## config.mk

```make
export PLATFORM = sky130hd
export DESIGN_NAME = pmc_power_ctrl
export DESIGN_NICKNAME = d
export VERILOG_FILES = /design/src/include/pmc_pkg.sv /design/src/core/pmc_power_ctrl.sv /design/src/core/pmc_sync.sv /design/src/core/pmc_timer.sv
export SDC_FILE = /design/constraint.sdc
export NUM_CORES = 1
export LEC_CHECK = 0
export BUFFER_PORTS_ARGS = -buffer_cell sky130_fd_sc_hd__buf_2
export CAP_MARGIN = 20
export CORE_MARGIN = 4
export CORE_UTILIZATION = 53
export CTS_CLUSTER_SIZE = 10
export DETAILED_ROUTE_END_ITERATION = 7
export GPL_ROUTABILITY_DRIVEN = 0
export GPL_TIMING_DRIVEN = 0
export HOLD_SLACK_MARGIN = 0.03
export PLACE_DENSITY = 0.76
export SYNTH_ARGS = -nofsm -noshare
export SYNTH_HDL_FRONTEND = slang
export SYNTH_SLANG_ARGS = --single-unit
export TNS_END_PERCENT = 20
```

## constraint.sdc

```tcl
create_clock -name ref_clk -period 5.4 [get_ports ref_clk]
set_input_delay 0.27 -clock ref_clk [delete_from_list [all_inputs] [get_ports ref_clk]]
set_output_delay 0.27 -clock ref_clk [all_outputs]
set_load 0.01 [all_outputs]
```

## src/include/pmc_pkg.sv

```systemverilog
// Package of constants and types for the power-on and regulator control block
package pmc_pkg;

  // ==========================================================
  // Clock and timing
  localparam int unsigned CLK_HZ          = 25_000_000;
  localparam int unsigned CORE_PAD_US     = 200;
  localparam int unsigned STEP_US         = 100;
  localparam int unsigned FIRST_RESET_MS  = 100;
  localparam int unsigned LATER_RESET_MS  = 250;
  localparam int unsigned CORE_PAD_CYC    = CORE_PAD_US * (CLK_HZ / 1_000_000);
  localparam int unsigned STEP_CYC        = STEP_US * (CLK_HZ / 1_000_000);
  localparam int unsigned FIRST_RESET_CYC = FIRST_RESET_MS * (CLK_HZ / 1000);
  localparam int unsigned LATER_RESET_CYC = LATER_RESET_MS * (CLK_HZ / 1000);

  // ==========================================================
  // Register offsets
  localparam logic [2:0] OFS_PAD    = 3'h0;
  localparam logic [2:0] OFS_CORE   = 3'h1;
  localparam logic [2:0] OFS_MOTOR  = 3'h2;
  localparam logic [2:0] OFS_ANACAM = 3'h3;
  localparam logic [2:0] OFS_OSCRX  = 3'h4;
  localparam logic [2:0] OFS_SYNTX  = 3'h5;
  localparam logic [2:0] OFS_ENABLE = 3'h6;
  localparam logic [2:0] OFS_DISCH  = 3'h7;

  // ==========================================================
  // Field positions
  localparam int unsigned FLAG_BIT     = 7;
  localparam int unsigned MOTOR_EN_BIT = 7;
  localparam int unsigned MOTOR_DS_BIT = 6;
  localparam int unsigned EN_PAD       = 7;
  localparam int unsigned EN_CORE      = 6;
  localparam int unsigned EN_ANA       = 5;
  localparam int unsigned EN_CAM       = 4;
  localparam int unsigned EN_OSC       = 3;
  localparam int unsigned EN_SYN       = 2;
  localparam int unsigned EN_TX        = 1;
  localparam int unsigned EN_RX        = 0;
  localparam int unsigned ST_OSC_PIN   = 0;
  localparam int unsigned ST_MOT_PIN   = 2;
  localparam int unsigned ST_OTF       = 1;

  // ==========================================================
  // Reset values
  localparam logic [4:0] CORE_CODE_HI = 5'h0_009;
  localparam logic [4:0] CORE_CODE_LO = 5'h0_000;
  localparam logic [4:0] PAD_CODE_HI  = 5'h0_019;
  localparam logic [4:0] PAD_CODE_LO  = 5'h0_009;
  localparam logic [7:0] ENABLE_RST   = 8'h0_0E8;
  localparam logic [7:0] DISCH_RST    = 8'h0_0FF;
  localparam logic [7:0] REG_ZERO     = 8'h0_000;

  // ==========================================================
  // Sequencer states
  typedef enum logic [2:0] {
    PMC_STANDBY, PMC_CORE, PMC_PAD, PMC_ANA, PMC_WAIT_PG, PMC_ON
  } pmc_state_type;

  // Output voltage in mV for a code, base and 50 mV step
  function automatic int unsigned pmc_code_mv(input logic [4:0] code, input int unsigned base);
    return base + 50 * code;
  endfunction : pmc_code_mv

endpackage : pmc_pkg

```

## src/core/pmc_power_ctrl.sv

```systemverilog
// Power-on sequencer, reset timing and regulator registers
`timescale 1ns/1ps
module pmc_power_ctrl
  import pmc_pkg::*;
#(
  parameter int unsigned FIRST_RESET_CYCLES = pmc_pkg::FIRST_RESET_CYC,
  parameter int unsigned LATER_RESET_CYCLES = pmc_pkg::LATER_RESET_CYC
) (
  input  wire logic       ref_clk,
  input  wire logic       rst,
  input  wire logic       key_power_on,
  input  wire logic       accessory_power_on,
  input  wire logic       charger_power_on,
  input  wire logic       host_power_good,
  input  wire logic       osc_ldo_ext_enable,
  input  wire logic       motor_ldo_ext_enable,
  input  wire logic       core_default_select,
  input  wire logic       pad_default_select,
  input  wire logic       supply_ok,
  input  wire logic       pad_at_77pct,
  input  wire logic       reset_fault,
  input  wire logic       over_temp_ok_n,
  input  wire logic       reg_write,
  input  wire logic       reg_read,
  input  wire logic [2:0] reg_addr,
  input  wire logic [7:0] reg_wdata,
  input  wire logic       status_read,
  output      logic [7:0] reg_rdata,
  output      logic [7:0] status_rdata,
  output      logic       power_on_out,
  output      logic       reset_out_n,
  output      logic       core_ldo_on,
  output      logic       pad_ldo_on,
  output      logic       analog_ldo_on,
  output      logic       osc_ldo_on,
  output      logic       synth_ldo_on,
  output      logic       transmit_ldo_on,
  output      logic       receive_ldo_on,
  output      logic       motor_ldo_on,
  output      logic       camera_ldo_on,
  output      logic [7:0] discharge_enable,
  output      logic [4:0] core_code,
  output      logic [4:0] pad_code,
  output      logic [4:0] motor_code,
  output      logic [4:0] camera_code,
  output      logic [2:0] analog_code,
  output      logic [2:0] osc_code,
  output      logic [2:0] receive_code,
  output      logic [2:0] synth_code,
  output      logic [2:0] transmit_code
);
  import pmc_pkg::*;

  // ==========================================================
  // Input synchronisation
  logic [6:0] sync_in;
  logic       key_s, acc_s, chg_s, pg_s, osc_pin_s, mot_pin_s, pad77_s;

  pmc_sync #(.WIDTH(7)) u_sync (
    .ref_clk  (ref_clk),
    .rst      (rst),
    .async_in ({key_power_on, accessory_power_on, charger_power_on, host_power_good,
                osc_ldo_ext_enable, motor_ldo_ext_enable, pad_at_77pct}),
    .sync_out (sync_in)
  );
  assign {key_s, acc_s, chg_s, pg_s, osc_pin_s, mot_pin_s, pad77_s} = sync_in;

  // Edge detection on the three power-on sources
  logic [2:0] src_d;
  logic       start_edge;
  logic       pg_d;

  always_ff @(posedge ref_clk or posedge rst) begin
    if (rst) begin
      src_d <= 3'b111;
      pg_d  <= 1'b0;
    end else begin
      src_d <= {key_s, acc_s, chg_s};
      pg_d  <= pg_s;
    end
  end
  assign start_edge = |({key_s, acc_s, chg_s} & ~src_d);

  logic pg_fall;
  assign pg_fall = pg_d & ~pg_s;

  // ==========================================================
  // Sequencer
  pmc_state_type state;
  logic          seq_load;
  logic [22:0]   seq_count;
  logic          seq_done;
  logic          power_req;

  assign power_req = key_s | acc_s | chg_s;

  pmc_timer #(.WIDTH(23)) u_seq_timer (
    .ref_clk (ref_clk),
    .rst     (rst),
    .clear   (state == PMC_STANDBY),
    .load    (seq_load),
    .count   (seq_count),
    .busy    (),
    .done    (seq_done)
  );

  // Step through core, pad, analog, oscillator
  always_ff @(posedge ref_clk or posedge rst) begin
    if (rst) begin
      state     <= PMC_STANDBY;
      seq_load  <= 1'b0;
      seq_count <= '0;
    end else begin
      seq_load <= 1'b0;
      if (pg_fall) begin
        state <= PMC_STANDBY;
      end else begin
        case (state)
          PMC_STANDBY: begin
            if (start_edge && supply_ok) begin
              state     <= PMC_CORE;
              seq_load  <= 1'b1;
              seq_count <= 23'(CORE_PAD_CYC);
            end
          end
          PMC_CORE: begin
            if (seq_done) begin
              state     <= PMC_PAD;
              seq_load  <= 1'b1;
              seq_count <= 23'(STEP_CYC);
            end
          end
          PMC_PAD: begin
            if (seq_done) begin
              state     <= PMC_ANA;
              seq_load  <= 1'b1;
              seq_count <= 23'(STEP_CYC);
            end
          end
          PMC_ANA: begin
            if (seq_done) begin
              state <= PMC_WAIT_PG;
            end
          end
          PMC_WAIT_PG: begin
            if (pg_s) begin
              state <= PMC_ON;
            end else if (!power_req) begin
              state <= PMC_STANDBY;
            end
          end
          PMC_ON: begin
            state <= PMC_ON;
          end
          default: state <= PMC_STANDBY;
        endcase
      end
    end
  end

  // ==========================================================
  // Registers
  logic [7:0] pad_reg, core_reg, motor_reg, anacam_reg, oscrx_reg, syntx_reg;
  logic [7:0] enable_reg, disch_reg;
  logic       wr_ok;

  assign wr_ok = reg_write && (state != PMC_STANDBY);

  // Bus writes; power-good loss or standby restores defaults
  always_ff @(posedge ref_clk or posedge rst) begin
    if (rst) begin
      pad_reg    <= REG_ZERO;
      core_reg   <= REG_ZERO;
      motor_reg  <= REG_ZERO;
      anacam_reg <= REG_ZERO;
      oscrx_reg  <= REG_ZERO;
      syntx_reg  <= REG_ZERO;
      enable_reg <= REG_ZERO;
      disch_reg  <= DISCH_RST;
    end else if (state == PMC_STANDBY || pg_fall) begin
      pad_reg    <= REG_ZERO;
      core_reg   <= REG_ZERO;
      motor_reg  <= REG_ZERO;
      anacam_reg <= REG_ZERO;
      oscrx_reg  <= REG_ZERO;
      syntx_reg  <= REG_ZERO;
      enable_reg <= REG_ZERO;
      disch_reg  <= DISCH_RST;
      if (start_edge && supply_ok) begin
        // Straps caught only here at power-on
        pad_reg <= {1'b1, 2'b00, pad_default_select ? PAD_CODE_HI : PAD_CODE_LO};
        core_reg <= {3'b000, core_default_select ? CORE_CODE_HI : CORE_CODE_LO};
      end
    end else if (wr_ok) begin
      case (reg_addr)
        OFS_PAD: pad_reg <= {pad_reg[FLAG_BIT] & reg_wdata[FLAG_BIT], 2'b00, reg_wdata[4:0]};
        OFS_CORE: core_reg <= {3'b000, reg_wdata[4:0]};
        OFS_MOTOR: motor_reg <= {reg_wdata[7:6], 1'b0, reg_wdata[4:0]};
        OFS_ANACAM: anacam_reg <= reg_wdata;
        OFS_OSCRX: oscrx_reg <= {1'b0, reg_wdata[6:4], 1'b0, reg_wdata[2:0]};
        OFS_SYNTX: syntx_reg <= {1'b0, reg_wdata[6:4], 1'b0, reg_wdata[2:0]};
        OFS_ENABLE: enable_reg <= reg_wdata;
        OFS_DISCH: disch_reg <= reg_wdata;
        default: ;
      endcase
    end else begin
      // Sequencer turns on the default regulators in order
      case (state)
        PMC_CORE: enable_reg[EN_CORE] <= 1'b1;
        PMC_PAD: enable_reg[EN_PAD] <= 1'b1;
        PMC_ANA: enable_reg[EN_ANA] <= 1'b1;
        PMC_WAIT_PG: enable_reg[EN_OSC] <= 1'b1;
        default: ;
      endcase
    end
  end

  // ==========================================================
  // Reset output timing
  logic reset_load, reset_busy, reset_done, booted, pad_ok_d;
  logic [22:0] reset_count;
  logic pad_ok;

  assign pad_ok = pad77_s && !reset_fault && enable_reg[EN_PAD] && (state != PMC_STANDBY);

  pmc_timer #(.WIDTH(23)) u_rst_timer (
    .ref_clk (ref_clk),
    .rst     (rst),
    .clear   (!pad_ok),
    .load    (reset_load),
    .count   (reset_count),
    .busy    (reset_busy),
    .done    (reset_done)
  );

  always_ff @(posedge ref_clk or posedge rst) begin
    if (rst) begin
      pad_ok_d    <= 1'b0;
      reset_load  <= 1'b0;
      reset_count <= '0;
      booted      <= 1'b0;
      reset_out_n <= 1'b0;
    end else begin
      pad_ok_d   <= pad_ok;
      reset_load <= pad_ok && !pad_ok_d;
      reset_count <= booted ? 23'(LATER_RESET_CYCLES) : 23'(FIRST_RESET_CYCLES);
      if (state == PMC_STANDBY || !pad_ok) begin
        reset_out_n <= 1'b0;
        if (state == PMC_STANDBY) booted <= 1'b0;
      end else if (reset_done) begin
        reset_out_n <= 1'b1;
        booted      <= 1'b1;
      end
    end
  end

  // ==========================================================
  // Output drive from flip-flops
  always_ff @(posedge ref_clk or posedge rst) begin
    if (rst) begin
      power_on_out     <= 1'b0;
      {core_ldo_on, pad_ldo_on, analog_ldo_on, osc_ldo_on} <= 4'h0;
      {synth_ldo_on, transmit_ldo_on, receive_ldo_on, motor_ldo_on, camera_ldo_on} <= 5'h0_000;
      discharge_enable <= DISCH_RST;
      reg_rdata        <= REG_ZERO;
      status_rdata     <= REG_ZERO;
      {core_code, pad_code, motor_code, camera_code} <= '0;
      {analog_code, osc_code, receive_code, synth_code, transmit_code} <= '0;
    end else begin
      power_on_out    <= key_s | acc_s | pg_s;
      core_ldo_on     <= enable_reg[EN_CORE];
      pad_ldo_on      <= enable_reg[EN_PAD];
      analog_ldo_on   <= enable_reg[EN_ANA];
      osc_ldo_on      <= enable_reg[EN_OSC] | (osc_pin_s && state != PMC_STANDBY);
      synth_ldo_on    <= enable_reg[EN_SYN];
      transmit_ldo_on <= enable_reg[EN_TX];
      receive_ldo_on  <= enable_reg[EN_RX];
      motor_ldo_on    <= motor_reg[MOTOR_DS_BIT] | (mot_pin_s && state != PMC_STANDBY);
      camera_ldo_on   <= enable_reg[EN_CAM];
      discharge_enable <= disch_reg;
      core_code       <= core_reg[4:0];
      pad_code        <= pad_reg[4:0];
      motor_code      <= motor_reg[4:0];
      camera_code     <= anacam_reg[4:0];
      analog_code     <= anacam_reg[7:5];
      osc_code        <= oscrx_reg[2:0];
      receive_code    <= oscrx_reg[6:4];
      synth_code      <= syntx_reg[2:0];
      transmit_code   <= syntx_reg[6:4];
      if (reg_read) begin
        case (reg_addr)
          OFS_PAD: reg_rdata <= pad_reg;
          OFS_CORE: reg_rdata <= core_reg;
          OFS_MOTOR: reg_rdata <= motor_reg;
          OFS_ANACAM: reg_rdata <= anacam_reg;
          OFS_OSCRX: reg_rdata <= oscrx_reg;
          OFS_SYNTX: reg_rdata <= syntx_reg;
          OFS_ENABLE: reg_rdata <= enable_reg;
          default: reg_rdata <= disch_reg;
        endcase
      end
      if (status_read) begin
        status_rdata <= REG_ZERO;
        status_rdata[ST_OSC_PIN] <= osc_pin_s;
        status_rdata[ST_MOT_PIN] <= mot_pin_s;
        status_rdata[ST_OTF]     <= over_temp_ok_n;
      end
    end
  end
endmodule : pmc_power_ctrl

```

## src/core/pmc_sync.sv

```systemverilog
// Two-stage synchroniser for a bundle of asynchronous inputs
`timescale 1ns/1ps
module pmc_sync #(
  parameter int unsigned WIDTH = 1
) (
  input  wire logic             ref_clk,
  input  wire logic             rst,
  input  wire logic [WIDTH-1:0] async_in,
  output      logic [WIDTH-1:0] sync_out
);
  logic [WIDTH-1:0] stage1;

  // First stage feeds only the second
  always_ff @(posedge ref_clk or posedge rst) begin
    if (rst) begin
      stage1   <= '0;
      sync_out <= '0;
    end else begin
      stage1   <= async_in;
      sync_out <= stage1;
    end
  end
endmodule : pmc_sync

```

## src/core/pmc_timer.sv

```systemverilog
// Down counter that pulses done when a loaded count expires
`timescale 1ns/1ps
module pmc_timer #(
  parameter int unsigned WIDTH = 23
) (
  input  wire logic             ref_clk,
  input  wire logic             rst,
  input  wire logic             clear,
  input  wire logic             load,
  input  wire logic [WIDTH-1:0] count,
  output      logic             busy,
  output      logic             done
);
  logic [WIDTH-1:0] remain;

  // Load, count down, pulse done at zero
  always_ff @(posedge ref_clk or posedge rst) begin
    if (rst) begin
      remain <= '0;
      busy   <= 1'b0;
      done   <= 1'b0;
    end else begin
      done <= 1'b0;
      if (clear) begin
        busy <= 1'b0;
      end else if (load) begin
        remain <= count;
        busy   <= 1'b1;
      end else if (busy) begin
        if (remain <= 1) begin
          busy <= 1'b0;
          done <= 1'b1;
        end else begin
          remain <= remain - 1'b1;
        end
      end
    end
  end
endmodule : pmc_timer

```

After elaboration in Yosys (flattened, before gate mapping)
Cells that the tools add are included.
Operators by class
  add/sub/neg operators: 2
  order comparisons: 2
  equal/unequal tests: 23
  mux-type cells: 78
  bitwise gates (word level): 12
  reduce and logical (&&, ||, !) cells: 52
Operators by type and width (count)
  $mux 23: 9
  $mux 8: 24
  $pmux 8 s7: 1
  $le 23x1->1 const B: 2
  $pmux 23 s2: 1
  $sub 23x1->23 const B: 2
  $mux 1: 29
  $mux 3: 9
  $reduce_and 2->1: 13
  $reduce_bool 2->1: 13
  $eq 3x3->1 const B: 6
  $pmux 3 s6: 1
  $reduce_bool 3->1: 5
  $eq 3x2->1 const B: 4
  $ne 3x2->1 const B: 3
  $logic_and 1x1->1: 8
  $mux 4: 2
  $eq 3x1->1 const B: 2
  $logic_not 3->1: 2
  $ne 2x2->1 const B: 3
  $reduce_and 3->1: 2
  $mux 5: 1
  $or 1x1->1: 5
  $reduce_and 5->1: 1
  14 further kinds: 21
Word-level totals
  register bits after elaboration: 250
  output and inout bits: 70
  logic and storage cells: 221

Depth between registers and ports, before layout
  word-level depth: 8
  mapped depth: 9
  mapped depth without buffers: 7

Cells and area by module
Synthesis repeated with hierarchy kept, for this count alone.
Second synthesis, totals
  cells, all modules: 859
  area, all modules: 9090.0 sq um
By module, submodules not included
  pmc_power_ctrl: instances 1, cells each 465, area each 5484.0 sq um
  pmc_timer (u_seq_timer): instances 1, cells each 190, area each 1671.6 sq um
  pmc_timer (u_rst_timer): instances 1, cells each 189, area each 1580.3 sq um
  pmc_sync: instances 1, cells each 15, area each 354.1 sq um

Worst setup path after synthesis
Ideal clock, no wire load.
  path type: register -> register
  start point: register u_rst_timer.remain[5]
  end point: register u_rst_timer.remain[17]
  setup time: 142 ps
  data arrival time: 2237 ps
  setup slack: 3022 ps
  cell stages (with the launch flop): 8
  clock period less this slack: 2378 ps
  path through: dfrtp_1 or4_1 buf_2 or4_4 buf_6 or2_2 or4b_1 o211ai_1
Between the ends
  longest elaborated chain between the ends: 4
  elaborated cells between the ends (all ways): 7
  those cells by class: 1 x add/sub; 1 x order compare; 1 x eq/ne; 3 x mux; 1 x reduce/logical
RTL lines
  start: declaration: line pmc_timer.sv:14  | logic [WIDTH-1:0] remain;
  start signal: assignment: line pmc_timer.sv:27  | remain <= count;
  start signal: assignment: line pmc_timer.sv:34  | remain <= remain - 1'b1;
  $sub 23x1->23: line pmc_timer.sv:34
  $mux 23: line pmc_timer.sv:30  | if (remain <= 1) begin
  $mux 23: line pmc_timer.sv:29  | end else if (busy) begin
  $mux 23: line pmc_timer.sv:26  | end else if (load) begin
Several ways; a longest one is shown, not always the timed one. The select of a mux whose other input is x is not followed.
A chain may end at the register's enable or synchronous reset.

Worst setup path in the final report
  start point: register u_rst_timer.remain[0]
  end point: register u_rst_timer.remain[22]
Same word-level chain as after synthesis.

==> flow_metrics.tcl <==
set metrics [dict create \
    ant_nets 0 \
    status "complete, no violations" \
    avgSynthCellArea_um2 10.9 \
    crit_path_max_fanout 7 \
    postCtsHoldBufs 8 \
    die_area_mm2 0.0184 \
    biggestRegsByFlops "u_rst_timer.remain (23), u_seq_timer.remain (23)" \
    r2r_start "u_rst_timer.remain[0]$_DFFE_PP0P_" \
    synth_cell_types 72 \
    layout_commonest_cell "dfrtp_1" \
    initial_utilization_pct 54.1 \
    die_x_um 136 \
    cts-root-buf "clkbuf_16" \
    muxShareOfSynthArea_pct 6.45 \
    cp.arrival_ps 2990 \
    synth_compound_area_share_pct 13.0 \
    max-slew-margin-rel_pct 42.1 \
    final_area_mm2 0.0102 \
    routed_wl_mm 21.0 \
    synth_adder_area_share_pct 0.580 \
    synth_cells 795 \
    layout_common_cells "dfrtp_1, buf_2, nand2_1, nor2_1, mux2i_1" \
    via_count 6671 \
    cts_max_path_buffers 2 \
    synth-async-reset-ratio_pct 100 \
    clkSinkCount 200 \
    worstPathRequired_ps 5710 \
    hold_viol_final 0 \
    overflow 0 \
    finalCritPeriodShare_pct 49.6 \
    rows 46 \
    critPathBufInv 3 \
    reg2reg_depth 9 \
    max-cap-violations 0 \
    clock.fmax_mhz 373 \
    skew_ps 12.7 \
    clk_pin_slew_ps 80 \
    drc 0 \
    cp-endpoint "u_rst_timer.remain[22]$_DFFE_PP0P_" \
    syn2layout_area_growth_pct 17.9 \
    synth_top_family_by_area "simple AND/OR/NAND/NOR gates" \
    critPathTopFamily "simple AND/OR/NAND/NOR gates" \
    path_cells "inv_1, ha_1, or3b_2, clkbuf_1, or4_1, clkbuf_1, nand2b_1, nor4_1, a211oi_1" \
    p_per_area_mw_per_mm2 328 \
    r2r_end "u_rst_timer.remain[22]$_DFFE_PP0P_" \
    dp_hpwl_mm 14.8 \
    cpMostUsedCell "clkbuf_1" \
    ys_seq_area_share_pct 58.3 \
    wl_per_cell_um 18.3 \
    cts_htree_levels 4 \
    cts_post_setup_buffers_inserted 0 \
    crit_cells 9 \
    cpMaxStageDelayCell "dfrtp_1" \
    first_pass_iters 5 \
    cp-startpoint "u_rst_timer.remain[0]$_DFFE_PP0P_" \
    cts_tree "built" \
    start_kind "flip-flop" \
    core_mm2 0.0159 \
    ir_drop_uv 239 \
    cts.repair.resized 0 \
    synthXorXnorAreaFrac_pct 0.406 \
    syn_area_mm2 0.00863 \
    synth-seq-cells 200 \
    grtUsageTotal_pct 23.9 \
    fin_setup_tns_ps 0 \
    numCtsBuffers 17 \
    die_h_um 136 \
    r2r_slack_ps 2720 \
    end_kind "flip-flop" \
    power.leakage_nw 4.58 \
    tightest_slew_ps 860 \
    clock_latency_ps 450 \
    dp.cells 1107 \
    synth_edf_count 0 \
    maxSlewViolCount 0 \
    first_global_vias 6454 \
    diodes 0 \
    placed_cell_area_mm2 0.00945 \
    min_path_type "in2reg" \
    yosys_warnings 0 \
    grt_pass1_wl_mm 34.2 \
    worst_path_largest_cell_delay_ps 460 \
    final_cells 1148 \
    grt_max_degree 44 \
    final.min_clock_period_ps 2680 \
    layout-drive-gt1-share_pct 20.6 \
    design.final.nets 951 \
    port_buffers 85 \
    ys.flop_type "dfrtp_1" \
    antenna_found_initial 1 \
    via_per_inst 5.81 \
    synth-simple-area-share_pct 17.1 \
    ios 98 \
    crit_type "reg2reg" \
    rsz0062_at_grt "false" \
    drt-initial-drc-count 549 \
    setup_violations 0 \
]
cell type report:
type | instances | area [µm²]
buffer | 52 | 258
clock buffer | 17 | 425
clock inverter | 15 | 211
fill | 1247 | 5770
inverter | 25 | 97.6
multi-input combinational | 522 | 3260
sequential | 200 | 5030
tap | 216 | 270
timing repair buffer | 101 | 621
cells in the mapped netlist, types with 10 or more instances:
master,count,area [µm²]
a21oi_1,35,175
clkbuf_1,28,105
dfrtp_1,181,4530
dfstp_2,19,499
inv_1,24,90.1
mux2i_1,41,410
nand2_1,76,285
nand3_1,32,160
nor2_1,69,259
nor2b_1,10,62.6
nor3_1,19,95.1
nor4_1,12,75.1
o211ai_1,21,158
o21ai_0,33,165
or3_1,17,106
or4_1,18,135
logic make-up (layout without fill, tap and decap cells):
group	Yosys count	in the layout
simple gates	294	294
xor+xnor	4	4
mux	52	52
compound gates	162	162
other cells	2	6
buf+inv	77	210
fa+ha+maj	4	4
flops	200	200
through the flow:
step | hold slack, ps | power, mW | setup slack (ps) | util, %
global placement | 334 | 2.00 | 1400 | 58.6
CTS | 42.3 | 3.36 | 2770 | 63.8
finish | 66.1 | 3.33 | 2720 | 63.8
floorplan | 301 | 1.88 | 2560 | -
detailed placement | 338 | 2.01 | 2800 | 59.3
global route | 54.5 | 3.47 | 2570 | 63.8
where the power goes:
part | switching [mW] | total [mW] | internal [mW]
clock | 0.626 | 1.34 | 0.713
sequential | 0.0698 | 1.65 | 1.58
combinational | 0.219 | 0.346 | 0.127
worst register-to-register path, delay by kind of cell, from the launching register on:
kind / cells / cell delay, ps
simple gates: 4 / 1370
flops: 1 / 460
buf+inv: 3 / 460
compound gates: 1 / 80
fa+ha+maj: 1 / 170
worst min-delay path by stage:
stage / start / end / cells past startpoint
floorplan: pad_at_77pct / u_sync.stage1[0]$_DFF_PP0_ / 0
global placement: u_sync.stage1[6]$_DFF_PP0_ / u_sync.sync_out[6]$_DFF_PP0_ / 0
detailed placement: u_sync.stage1[1]$_DFF_PP0_ / u_sync.sync_out[1]$_DFF_PP0_ / 0
CTS: over_temp_ok_n / status_rdata[1]$_DFFE_PP0P_ / 2
global route: over_temp_ok_n / status_rdata[1]$_DFFE_PP0P_ / 2
finish: over_temp_ok_n / status_rdata[1]$_DFFE_PP0P_ / 2
metal layers:
metal  GRT usage [%]  vias to the layer above  wire length, µm
met1            34.3                     3284             9260
met5               0                        -               11
met4            8.96                        2              527
met2            36.0                      243             9980
li1                -                     3097                -
met3            5.27                       45             1250
Power figures use the tool's default switching activity.
